## src/spp_pkg.sv

```systemverilog
package spp_pkg;
  // register indices as printed; byte address is four times the index
  localparam logic [7:0] SPP_IDX_CONTROL = 8'h0d;
  localparam logic [7:0] SPP_IDX_STATUS = 8'h0e;
  localparam logic [7:0] SPP_IDX_DATA = 8'h0f;
  localparam logic [11:0] SPP_ADDR_CONTROL = 12'h034;
  localparam logic [11:0] SPP_ADDR_STATUS = 12'h038;
  localparam logic [11:0] SPP_ADDR_DATA = 12'h03c;
  // control field positions
  localparam int SPP_IRQEN_BIT = 7;
  localparam int SPP_EN_BIT = 6;
  localparam int SPP_ORDER_BIT = 5;
  localparam int SPP_CTRL_BIT = 4;
  localparam int SPP_IDLE_BIT = 3;
  localparam int SPP_PHASE_BIT = 2;
  // status field positions
  localparam int SPP_DONE_BIT = 7;
  localparam int SPP_COLL_BIT = 6;
  localparam logic [7:0] SPP_CONTROL_RESET = 8'h04;
  // half-period counts of the four rates (divide by 4, 16, 64, 128)
  localparam logic [6:0] SPP_HALF_DIV4 = 7'h02;
  localparam logic [6:0] SPP_HALF_DIV16 = 7'h08;
  localparam logic [6:0] SPP_HALF_DIV64 = 7'h20;
  localparam logic [6:0] SPP_HALF_DIV128 = 7'h40;
  localparam logic [3:0] SPP_EDGES = 4'h0;
  localparam logic [3:0] SPP_LAST_EDGE = 4'hf;

  typedef enum logic [1:0] {
    SPP_IDLE = 2'b00,
    SPP_MSHIFT = 2'b01,
    SPP_SSHIFT = 2'b10
  } spp_state_t;

  // pin outputs and their enables
  typedef struct packed {
    logic sck;
    logic sck_oe;
    logic mosi;
    logic mosi_oe;
    logic miso;
    logic miso_oe;
  } spp_pins_t;
endpackage : spp_pkg

```

## src/spp_port.sv

```systemverilog
// Added by the designer: the APB slave port.
`timescale 1ns/1ps
`default_nettype none
// Summary of operation
// - master data write starts clock and shifting
// - after a byte, clock stops, done flag sets
// - both shift registers form one ring
// - single-buffered transmit, double-buffered receive
// - enabled port forces input pin directions by role; outputs follow user choice
// - select low as master demotes to slave
// - select output is plain; input must stay high
// - slave active only while select is low
// - done flag interrupts when both enables set
// - no shifting while port is disabled; data write only loads shift register
// - order bit one sends lsb first
// - idle level bit sets resting clock level
// - rate bits divide clock by 4/16/64/128
// - done cleared by vector or status-then-data
// - data write during transfer sets collision
// - status-then-data clears collision and done
// - low six status bits read zero
// - data read gives buffer, write starts send
module spp_port
  import spp_pkg::*;
(
  // clock and reset
  input wire logic mclk_i,
  input wire logic rst_n_i,
  // apb slave
  input wire logic psel_i,
  input wire logic penable_i,
  input wire logic pwrite_i,
  input wire logic [11:0] paddr_i,
  input wire logic [31:0] pwdata_i,
  input wire logic [3:0] pstrb_i,
  output logic [31:0] prdata_o,
  output logic pready_o,
  output logic pslverr_o,
  // system interrupt glue
  input wire logic global_irq_en_i,
  input wire logic irq_ack_i,
  output logic irq_o,
  // user pin direction choices
  input wire logic mosi_dir_out_i,
  input wire logic miso_dir_out_i,
  input wire logic sck_dir_out_i,
  input wire logic ss_dir_out_i,
  // serial pins
  input wire logic sck_i,
  input wire logic mosi_i,
  input wire logic miso_i,
  input wire logic ss_n_i,
  output spp_pins_t pins_o
);

  logic [7:0] ctrl_q; // control register
  logic done_q; // transfer done flag
  logic coll_q; // write collision flag
  logic armed_q; // status read saw a flag set
  logic [7:0] shift_q; // ring half
  logic [7:0] rxbuf_q; // receive buffer
  logic [3:0] edge_q; // clock edges done
  logic [6:0] div_q; // half period counter
  logic sck_prev_q; // last sampled slave clock
  logic in_q; // bit sampled on sampling edge
  spp_state_t state_q;
  logic [7:0] status_w;
  logic en_w, mst_w, lsb_w, clock_idle_level_w, clock_sample_phase_w;
  logic wr_acc, rd_acc, data_wr, data_acc, stat_rd;
  logic busy_w, demote_w, done_ev, half_tick;
  logic slv_lead, slv_trail, slv_act;
  logic [6:0] half_w;

  assign en_w = ctrl_q[SPP_EN_BIT];
  assign mst_w = ctrl_q[SPP_CTRL_BIT];
  assign lsb_w = ctrl_q[SPP_ORDER_BIT];
  assign clock_idle_level_w = ctrl_q[SPP_IDLE_BIT];
  assign clock_sample_phase_w = ctrl_q[SPP_PHASE_BIT];
  // apb access phase; every access completes in its first access cycle
  assign wr_acc = psel_i && penable_i && pwrite_i;
  assign rd_acc = psel_i && penable_i && !pwrite_i;
  assign data_acc = psel_i && penable_i && (paddr_i == SPP_ADDR_DATA);
  assign data_wr = wr_acc && (paddr_i == SPP_ADDR_DATA) && pstrb_i[0];
  assign stat_rd = rd_acc && (paddr_i == SPP_ADDR_STATUS);
  assign busy_w = (state_q != SPP_IDLE);
  // low six bits fixed at zero
  assign status_w = {done_q, coll_q, 6'h00};

  // demotion when select is an input and pulled low in master mode
  assign demote_w = en_w && mst_w && !ss_dir_out_i && !ss_n_i;

  // rate select, active only as master
  always_comb begin
    unique case (ctrl_q[1:0])
      2'b00: half_w = SPP_HALF_DIV4;
      2'b01: half_w = SPP_HALF_DIV16;
      2'b10: half_w = SPP_HALF_DIV64;
      default: half_w = SPP_HALF_DIV128;
    endcase
  end
  assign half_tick = (div_q == half_w - 7'h01);

  // slave clock edges, leading edge leaves the idle level
  assign slv_act = en_w && !mst_w && !ss_n_i;
  assign slv_lead = slv_act && (sck_i != sck_prev_q) && (sck_prev_q == clock_idle_level_w);
  assign slv_trail = slv_act && (sck_i != sck_prev_q) && (sck_prev_q != clock_idle_level_w);
  assign done_ev = busy_w && (edge_q == SPP_LAST_EDGE) &&
                   (state_q == SPP_MSHIFT ? half_tick : (slv_lead || slv_trail));

  // control register; demotion clears controller select
  always_ff @(posedge mclk_i or negedge rst_n_i) begin
    if (!rst_n_i) begin
      ctrl_q <= SPP_CONTROL_RESET;
    end else if (demote_w) begin
      ctrl_q[SPP_CTRL_BIT] <= 1'b0;
    end else if (wr_acc && paddr_i == SPP_ADDR_CONTROL && pstrb_i[0]) begin
      ctrl_q <= pwrite_i ? pwdata_i[7:0] : ctrl_q;
    end
  end

  // arming for the status-then-data clear
  always_ff @(posedge mclk_i or negedge rst_n_i) begin
    if (!rst_n_i) begin
      armed_q <= 1'b0;
    end else if (stat_rd) begin
      armed_q <= done_q || coll_q;
    end else if (data_acc) begin
      armed_q <= 1'b0;
    end
  end

  // done flag: set wins over every clear
  always_ff @(posedge mclk_i or negedge rst_n_i) begin
    if (!rst_n_i) begin
      done_q <= 1'b0;
    end else if (done_ev || demote_w) begin
      done_q <= 1'b1;
    end else if (irq_ack_i || (armed_q && data_acc)) begin
      done_q <= 1'b0;
    end
  end

  // collision flag
  always_ff @(posedge mclk_i or negedge rst_n_i) begin
    if (!rst_n_i) begin
      coll_q <= 1'b0;
    end else if (data_wr && busy_w) begin
      coll_q <= 1'b1;
    end else if (armed_q && coll_q && data_acc) begin
      coll_q <= 1'b0;
    end
  end

  // interrupt request
  always_ff @(posedge mclk_i or negedge rst_n_i) begin
    if (!rst_n_i) begin
      irq_o <= 1'b0;
    end else begin
      irq_o <= done_q && ctrl_q[SPP_IRQEN_BIT] && global_irq_en_i;
    end
  end

  // transfer engine: master clock generator and slave follower
  always_ff @(posedge mclk_i or negedge rst_n_i) begin
    if (!rst_n_i) begin
      state_q <= SPP_IDLE;
      shift_q <= 8'h00;
      rxbuf_q <= 8'h00;
      edge_q <= SPP_EDGES;
      div_q <= 7'h00;
      in_q <= 1'b0;
    end else if (!en_w || demote_w) begin
      state_q <= SPP_IDLE;
      edge_q <= SPP_EDGES;
      div_q <= 7'h00;
      if (!en_w) begin
        shift_q <= data_wr ? pwdata_i[7:0] : shift_q;
      end
    end else begin
      unique case (state_q)
        SPP_IDLE: begin
          edge_q <= SPP_EDGES;
          div_q <= 7'h00;
          if (data_wr) begin
            shift_q <= pwdata_i[7:0];
            state_q <= mst_w ? SPP_MSHIFT : SPP_IDLE;
          end
          if (slv_act && !data_wr) begin
            state_q <= SPP_SSHIFT;
          end
        end
        SPP_MSHIFT: begin
          div_q <= half_tick ? 7'h00 : div_q + 7'h01;
          if (half_tick) begin
            edge_q <= edge_q + 4'h1;
            // sampling edge: leading when phase is zero
            if (edge_q[0] == clock_sample_phase_w) begin
              in_q <= miso_i;
            end else if (edge_q != SPP_EDGES) begin
              shift_q <= lsb_w ? {in_q, shift_q[7:1]} : {shift_q[6:0], in_q};
            end
            if (edge_q == SPP_LAST_EDGE) begin
              state_q <= SPP_IDLE;
              rxbuf_q <= clock_sample_phase_w ? (lsb_w ? {miso_i, shift_q[7:1]} : {shift_q[6:0], miso_i})
                                : (lsb_w ? {in_q, shift_q[7:1]} : {shift_q[6:0], in_q});
            end
          end
        end
        SPP_SSHIFT: begin
          if (!slv_act && edge_q == SPP_EDGES) begin
            state_q <= SPP_IDLE;
          end else if (slv_lead || slv_trail) begin
            edge_q <= edge_q + 4'h1;
            if (edge_q[0] == clock_sample_phase_w) begin
              in_q <= mosi_i;
            end else if (edge_q != SPP_EDGES) begin
              shift_q <= lsb_w ? {in_q, shift_q[7:1]} : {shift_q[6:0], in_q};
            end
            if (edge_q == SPP_LAST_EDGE) begin
              state_q <= SPP_IDLE;
              // receive buffer overwritten: an unread byte is lost
              rxbuf_q <= clock_sample_phase_w ? (lsb_w ? {mosi_i, shift_q[7:1]} : {shift_q[6:0], mosi_i})
                                : (lsb_w ? {in_q, shift_q[7:1]} : {shift_q[6:0], in_q});
            end
          end
        end
        default: state_q <= SPP_IDLE;
      endcase
    end
  end

  // slave clock history
  always_ff @(posedge mclk_i or negedge rst_n_i) begin
    if (!rst_n_i) begin
      sck_prev_q <= 1'b0;
    end else begin
      sck_prev_q <= slv_act ? sck_i : clock_idle_level_w;
    end
  end

  // pins: outgoing bit is the end of the shift register selected by order
  always_ff @(posedge mclk_i or negedge rst_n_i) begin
    if (!rst_n_i) begin
      pins_o <= '0;
    end else begin
      pins_o.mosi <= lsb_w ? shift_q[0] : shift_q[7];
      pins_o.miso <= lsb_w ? shift_q[0] : shift_q[7];
      // clock toggles each half period, rests at idle level
      pins_o.sck <= (state_q == SPP_MSHIFT) ? (clock_idle_level_w ^ edge_q[0]) : clock_idle_level_w;
      if (!en_w) begin
        pins_o.mosi_oe <= mosi_dir_out_i;
        pins_o.miso_oe <= miso_dir_out_i;
        pins_o.sck_oe <= sck_dir_out_i;
      end else if (mst_w && !demote_w) begin
        pins_o.mosi_oe <= mosi_dir_out_i;
        pins_o.miso_oe <= 1'b0;
        pins_o.sck_oe <= sck_dir_out_i;
      end else begin
        pins_o.mosi_oe <= 1'b0;
        pins_o.sck_oe <= 1'b0;
        pins_o.miso_oe <= miso_dir_out_i && !ss_n_i;
      end
    end
  end

  // apb read data, zero-wait answer, error on unmapped address
  always_ff @(posedge mclk_i or negedge rst_n_i) begin
    if (!rst_n_i) begin
      prdata_o <= 32'h0000_0000;
      pready_o <= 1'b0;
      pslverr_o <= 1'b0;
    end else begin
      pready_o <= psel_i && !penable_i;
      pslverr_o <= psel_i && !penable_i && paddr_i != SPP_ADDR_CONTROL &&
                   paddr_i != SPP_ADDR_STATUS && paddr_i != SPP_ADDR_DATA;
      prdata_o <= 32'h0000_0000;
      if (psel_i && !penable_i && !pwrite_i) begin
        if (paddr_i == SPP_ADDR_CONTROL) prdata_o <= {24'h00_0000, ctrl_q};
        if (paddr_i == SPP_ADDR_STATUS) prdata_o <= {24'h00_0000, status_w};
        if (paddr_i == SPP_ADDR_DATA) prdata_o <= {24'h00_0000, rxbuf_q};
      end
    end
  end

  // checks
  a_rate_fast: assert property (@(posedge mclk_i) disable iff (!rst_n_i)
    (state_q == SPP_MSHIFT && ctrl_q[1:0] == 2'b00 && div_q == 7'h00 && !demote_w && en_w)
    |=> (div_q == 7'h01)) else $error("divider step wrong");
  a_coll_set: assert property (@(posedge mclk_i) disable iff (!rst_n_i)
    (data_wr && busy_w) |=> coll_q) else $error("collision not flagged");
  a_demote_ctl: assert property (@(posedge mclk_i) disable iff (!rst_n_i)
    demote_w |=> (!mst_w && done_q)) else $error("demotion incomplete");
  a_status_zero: assert property (@(posedge mclk_i) disable iff (!rst_n_i)
    status_w[5:0] == 6'h00) else $error("reserved bits nonzero");
  a_irq_gate: assert property (@(posedge mclk_i) disable iff (!rst_n_i)
    irq_o |-> $past(done_q && ctrl_q[SPP_IRQEN_BIT] && global_irq_en_i))
    else $error("stray interrupt");
  a_idle_sck: assert property (@(posedge mclk_i) disable iff (!rst_n_i)
    (state_q == SPP_IDLE) [*2] |-> pins_o.sck == $past(clock_idle_level_w)) else $error("sck not idle");
  a_off_quiet: assert property (@(posedge mclk_i) disable iff (!rst_n_i)
    !en_w |=> state_q == SPP_IDLE) else $error("active while disabled");
  a_start_mst: assert property (@(posedge mclk_i) disable iff (!rst_n_i)
    (en_w && mst_w && !demote_w && state_q == SPP_IDLE && data_wr)
    |=> state_q == SPP_MSHIFT) else $error("master did not start");
  a_miso_in: assert property (@(posedge mclk_i) disable iff (!rst_n_i)
    (en_w && mst_w && !demote_w) |=> !pins_o.miso_oe) else $error("miso driven as master");
endmodule : spp_port
`default_nettype wire

```

## config.mk

```make
export PLATFORM = sky130hd
export DESIGN_NAME = spp_port
export DESIGN_NICKNAME = d
export VERILOG_FILES = /design/src/spp_pkg.sv /design/src/spp_port.sv
export SDC_FILE = /design/constraint.sdc
export NUM_CORES = 1
export LEC_CHECK = 0
export BUFFER_PORTS_ARGS = -buffer_cell sky130_fd_sc_hd__buf_2
export CAP_MARGIN = 20
export CORE_MARGIN = 2
export CORE_UTILIZATION = 55
export CTS_CLUSTER_SIZE = 16
export DETAILED_ROUTE_END_ITERATION = 10
export PLACE_DENSITY = 0.83
export SLEW_MARGIN = 20
export SYNTH_ARGS = -nofsm -noshare
export SYNTH_HDL_FRONTEND = slang
export SYNTH_SLANG_ARGS = --single-unit
```

## constraint.sdc

```tcl
create_clock -name mclk_i -period 3.9 [get_ports mclk_i]
set_clock_uncertainty 0.1 [all_clocks]
set_input_delay 0.39 -clock mclk_i [delete_from_list [all_inputs] [get_ports mclk_i]]
set_output_delay 0.39 -clock mclk_i [all_outputs]
set_load 0.01 [all_outputs]
```

---- Word level (Yosys, flattened, before mapping) ----
Index checks and enable logic that the tools add are counted.
storage, ports and cells
  memories ................................ 0
  word-level logic and storage cells ...... 191
  latch bits .............................. 0
  flip-flop bits (word level) ............. 82
  memory bits (writable) .................. 0
  output and inout bits ................... 41
  bits in read-only memories .............. 0
operators by class
  reduce and logical (&&, ||, !) cells .... 68
  bitwise gates (word level) .............. 3
  equal/unequal tests ..................... 29
  muxes and demuxes ....................... 67
  div/mod/pow operators ................... 0
  magnitude comparators ................... 0
  shift operators ......................... 0
  add/subtract/negate cells ............... 3
  multipliers ............................. 0
operators by type and width
  kind                 count
  $mux 8               19
  $mux 32              3
  $eq 12x6->1 const B  3
  $ne 12x6->1 const B  3
  $logic_and 1x1->1    34
  $pmux 8 s3           1
  $mux 1               23
  $pmux 7 s3           1
  $mux 4               4
  $ne 2x2->1 const B   8
  $pmux 8 s2           1
  $mux 2               7
  $mux 7               2
  $pmux 7 s2           1
  $reduce_and 7->1     2
  $reduce_bool 2->1    7
  $pmux 4 s3           1
  $mux 5               2
  $logic_not 1->1      9
  $ne 3x3->1 const B   3
  $ne 4x4->1 const B   2
  $reduce_bool 4->1    2
  $add 7x1->7 const B  1
  $eq 7x7->1           1
  other kinds (19)     30

---- Longest topological paths before layout ----
  depth after elaboration ................. 10
  gate-level depth with buffers ........... 9
  depth with buffers taken out ............ 8

---- Worst setup path after synthesis ----
OpenSTA, ideal clock, no wires.
  kind .................................... in2reg
  start ................................... input paddr_i[7]
  end ..................................... register ctrl_q[0]
  data required time ...................... 3675 ps
  stages on the path ...................... 6
  arrival ................................. 2203 ps
  path slack .............................. 1472 ps
  buffers on the path ..................... 0
  cell sequence ........................... nor4_1 nand3_1 nor3b_1 nand2_1 nor2_2 mux2_2
between the ends
  longest elaborated chain between the ends .. 4
RTL lines
  what                            line             RTL
  start: declaration              spp_port.sv:33   input wire logic [11:0] paddr_i,
  $eq 12x6->1                     spp_port.sv:116  end else if (wr_acc && paddr_i == SPP_ADDR_CONTROL && pstrb_i[0]) begin
  $logic_and 1x1->1 (2 in a row)  spp_port.sv:116
  $reduce_and 3->1 (no line)      n/a
  end signal: assignment          spp_port.sv:117  ctrl_q <= pwrite_i ? pwdata_i[7:0] : ctrl_q;
  end: declaration                spp_port.sv:56   logic [7:0] ctrl_q;
No other way between the ends.
A chain may end at the register's enable or synchronous reset.

---- Worst setup path in the final report ----
  start ................................... register ctrl_q[6]
  end ..................................... register state_q[1]
between the ends
  longest elaborated chain between the ends .. 7
  elaborated cells on any way between the ends .. 22
  classes of those cells .................. eq/ne: 3; mux: 4; reduce/logical: 15
RTL lines
  what                                                  line                                               RTL
  $logic_and 1x1->1 (2 in a row)                        spp_port.sv:104                                    assign slv_act = en_w && !mst_w && !ss_n_i;
  $logic_not 1->1 or $logic_and 1x1->1 (tied branches)  spp_port.sv:210, spp_port.sv:105, spp_port.sv:106
  $logic_and 1x1->1 (on tied branches)                  spp_port.sv:210, spp_port.sv:105, spp_port.sv:106
  $mux 2 or $logic_or 1x1->1 (tied branches)            spp_port.sv:210, spp_port.sv:212
  $pmux 2 s3 or $ne 4x4->1 (tied branches)              n/a
  $mux 2 or $reduce_and 3->1 (tied branches)            n/a
  end signal: assignment                                spp_port.sv:186                                    state_q <= mst_w ? SPP_MSHIFT : SPP_IDLE;
  end: declaration                                      spp_port.sv:66                                     spp_state_t state_q;
Several ways; a longest one is shown, not always the timed one.

==> key figures <==
GRT
  • First-pass GRT wire length: roughly 12000 µm
  • Final global-route overflow total: 0
  • Total track usage: 23.7%
  • Initial antenna violation count: 0
  • Vias in the first global route: around 2500
  • Largest net degree at the start of global routing: 59

Synthesis
  • Area contributors post-synth: dfrtp_1 (44%), buf_4 (5.8%), mux2_2 (4.5%), mux2i_1 (4.3%), o21ai_0 (3.5%)
  • Synth cell count leaders: dfrtp_1 (57), nand2_1 (26), buf_4 (25)
  • Share of the yosys chip area belonging to registers: between 40 and 50%
  • Area leader, netlist: dfrtp_1
  • Most frequent cell after synthesis: dfrtp_1
  • Synth cell types: 54
  • Yosys top cell area share: between 40% and 50%
  • Post-Synth XOR/XNOR Area: 0.806%
  • Ys async rst share: between 90% and 100%
  • Post-Synth Simple-Gate Area: about 18%
  • Synth Area in Compound Gates: 16.4%
  • Yosys Warn Count: 0
  • Synthesized cell area: around 3300 µm²
  • Syn Inst Count: around 330
  • Main combinational cell family by area after synthesis: simple AND/OR/NAND/NOR gates
  • Ys flop type: dfrtp_1
  • Number of enable flip-flop cells after synthesis: 0
  • Synthesized area per cell: ~10 µm²
  • Post-Synth Adder-Cell Area: under 10%
  • Synth Register Bits: 58
  • Mux cell area share after synthesis: ~8.8%

Detailed routing
  • WL per Instance: about 16 µm
  • DRC: 0
  • Final wirelength: about 7300 µm
  • Vias: between 2000 and 3000
  • DR iter-0 viols: 230
  • Drt pass-1 iters: 5
  • Via density: 5.77
  • Post-DRT Antenna Nets: 0

Worst setup path
  • Critical path class: reg2reg
  • Reg2reg start: ctrl_q[6]$_DFFE_PN0P_
  • R2R setup slack: ~1.2 ns
  • Crit path max fanout: 11
  • Cells on worst reg2reg path: 6
  • Worst EP required: 4.07 ns
  • CP Data Arrival Time: roughly 2.9 ns
  • Worst R2R End: state_q[1]$_DFFE_PN0P_
  • CP endpoint kind: register
  • Worst setup SP type: register

Placement
  • Hpwl dp: approximately 5200 µm
  • Final RePlAce weighted congestion: 0.850
  • IO Port Bufs: 52

Power
  • P per Cell Area: 354 nW/µm²
  • Net switching power: ~290 µW
  • Combinational power share: 4.9%
  • Sw Ratio: a little over a fifth
  • Pleak: 1.72 nW
  • Register share of total power: between 40% and 50%
  • Clock power share: a little under 50%
  • Pwr Total: between 1 and 1.5 mW
  • Int Power: between 1 and 1.5 mW
  • Worst vdd ir: about 0.26 mV

Clock network
  • Post-CTS Hold Buffers: 0
  • Sink Count: 58
  • CTS clk-pin slew, worst paths: approximately 0.07 ns
  • Clk buf depth: 2
  • CTS tree: done
  • Cts bufs inserted: 9
  • CTS root buffer: clkbuf_8
  • Resize count post-CTS: 0
  • Worst-Skew Late Latency: around 0.34 ns
  • Setup Buffers After CTS: 0
  • Htree depth: 3

STA
  • Final Critical Period: around 2.7 ns
  • RSZ-0062 raised after global routing: no
  • Slew Limit Headroom: 51.6%
  • Slew at the pin closest to its max-slew limit: 0.725 ns
  • Total negative setup slack: 0 ns
  • Final setup viols: 0
  • Final hold vios: 0
  • Fmax: approximately 370 MHz
  • Final Cycle Share: between 60% and 70%
  • Pins Over Slew Limit: 0

Die
  • Num rows: 28
  • Total core area: roughly 5800 µm²
  • Die Ht: approximately 80 µm
  • Die W: about 81 µm
  • Ports: between 100 and 150
  • Starting density of the core: around 56%
  • Die footprint: between 6000 and 7000 µm²

Cells and area
  • Fillers: between 400 and 500
  • Area Overhead vs Synth: 14.1%
  • Nets: 451
  • # diodes: 0
  • Share of layout cells above drive strength 1: 24.9%

Outcome
  • Outcome: finished, final reports clean

Flow run
  • Max-Cap Viols: 0

Min path
  • HP Class: in2async
-- cells in the final DEF, fill, tap and decap left out, types with 2 or more instances in the layout --
cell / netlist / routed
mux2i_1: 14 / 14
nand2_1: 26 / 26
o31ai_1: 2 / 2
nand4_1: 4 / 4
a21oi_1: 12 / 12
clkbuf_8: 0 / 11
nor3_1: 11 / 11
and4_1: 2 / 2
and3_1: 5 / 5
xnor2_1: 3 / 3
or3_1: 3 / 3
nor2b_1: 3 / 3
buf_2: 0 / 52
inv_1: 14 / 14
nand3b_1: 2 / 2
and2_1: 4 / 4
a21o_1: 2 / 2
nor2_1: 19 / 19
a22oi_1: 8 / 8
mux2_2: 13 / 13
buf_4: 25 / 2
dfrtp_1: 57 / 57
a31oi_1: 4 / 4
conb_1: 1 / 24
bufinv_16: 0 / 2
and2_0: 3 / 3
a22o_1: 3 / 3
o32a_2: 2 / 2
a2bb2oi_1: 6 / 6
nor3b_1: 4 / 4
or3b_2: 2 / 2
o21ai_0: 23 / 23
ha_1: 7 / 7
nand3_1: 8 / 8
o21ai_4: 2 / 2
nor4_1: 2 / 2
nand2b_1: 4 / 4
-- kinds of logic (layout without fill, tap and decap cells) --
logic type / after synthesis / in the layout
mux: 27 / 27
buf+inv: 47 / 84
flops: 58 / 58
simple gates: 110 / 110
compound gates: 73 / 73
fa+ha+maj: 7 / 7
xor+xnor: 3 / 3
other cells: 1 / 24
-- stage by stage --
step	hold WS [ns]	util [%]	cell area [µm²]	worst slack, ns	cells
global placement	0.394	60.0	3490	1.28	445
global route	0.152	63.9	3720	1.09	461
floorplan	-0.00559	-	3340	1.47	349
finish	0.0845	63.9	3720	1.17	461
CTS	0.106	63.9	3720	1.20	461
detailed placement	0.406	60.0	3490	1.25	445
-- flip-flops by register name (all words and copies together) (netlist names), 2 cells and up --
signal    cells
shift_q       8
pins_o        5
edge_q        4
div_q         7
state_q       2
ctrl_q        8
prdata_o      8
rxbuf_q       8
-- final cells by class --
class / count / area, µm² / share of cell area (%)
multi-input combinational: 244 / 1610 / 43.4
sequential: 58 / 1450 / 39.1
timing repair buffer: 54 / 275 / 7.40
clock buffer: 12 / 155 / 4.17
tap: 75 / 93.8 / 2.52
clock inverter: 4 / 73.8 / 1.99
inverter: 14 / 52.6 / 1.41
-- worst max-delay path, stage by stage, from the launching register on --
cell and delay (ns):
dfrtp_1 0.57, or3b_2 0.58, o21ai_4 0.22, nand2b_1 0.14, or4b_1 0.45, nor3b_1 0.35, a22o_1 0.23
-- power groups by stage --
| stage | clock network (mW) | registers (mW) | logic, mW |
|---|---|---|---|
| floorplan | 0 | 0.626 | 0.0421 |
| global placement | 0 | 0.624 | 0.0635 |
| detailed placement | 0 | 0.625 | 0.0653 |
| CTS | 0.644 | 0.613 | 0.0656 |
| global route | 0.672 | 0.615 | 0.0745 |
| finish | 0.637 | 0.613 | 0.0651 |
-- worst max-delay path by stage --
stage | start | end | slack [ns] | cells past startpoint
global placement | paddr_i[7] | shift_q[7]$_DFFE_PN0P_ | 1.28 | 6
finish | ctrl_q[6]$_DFFE_PN0P_ | state_q[1]$_DFFE_PN0P_ | 1.17 | 6
CTS | ctrl_q[6]$_DFFE_PN0P_ | state_q[1]$_DFFE_PN0P_ | 1.20 | 6
global route | ctrl_q[6]$_DFFE_PN0P_ | state_q[0]$_DFFE_PN0P_ | 1.09 | 6
detailed placement | ctrl_q[6]$_DFFE_PN0P_ | state_q[0]$_DFFE_PN0P_ | 1.25 | 6
floorplan | paddr_i[7] | ctrl_q[0]$_DFFE_PN0P_ | 1.47 | 6
-- routing by layer --
layer	part of all wire (%)	track usage [%]
met5	0	0
met4	1.7	8.98
met3	7.2	6.33
met2	50	39.5
met1	41	29.4
No activity file was read; power rests on OpenSTA's default activity.
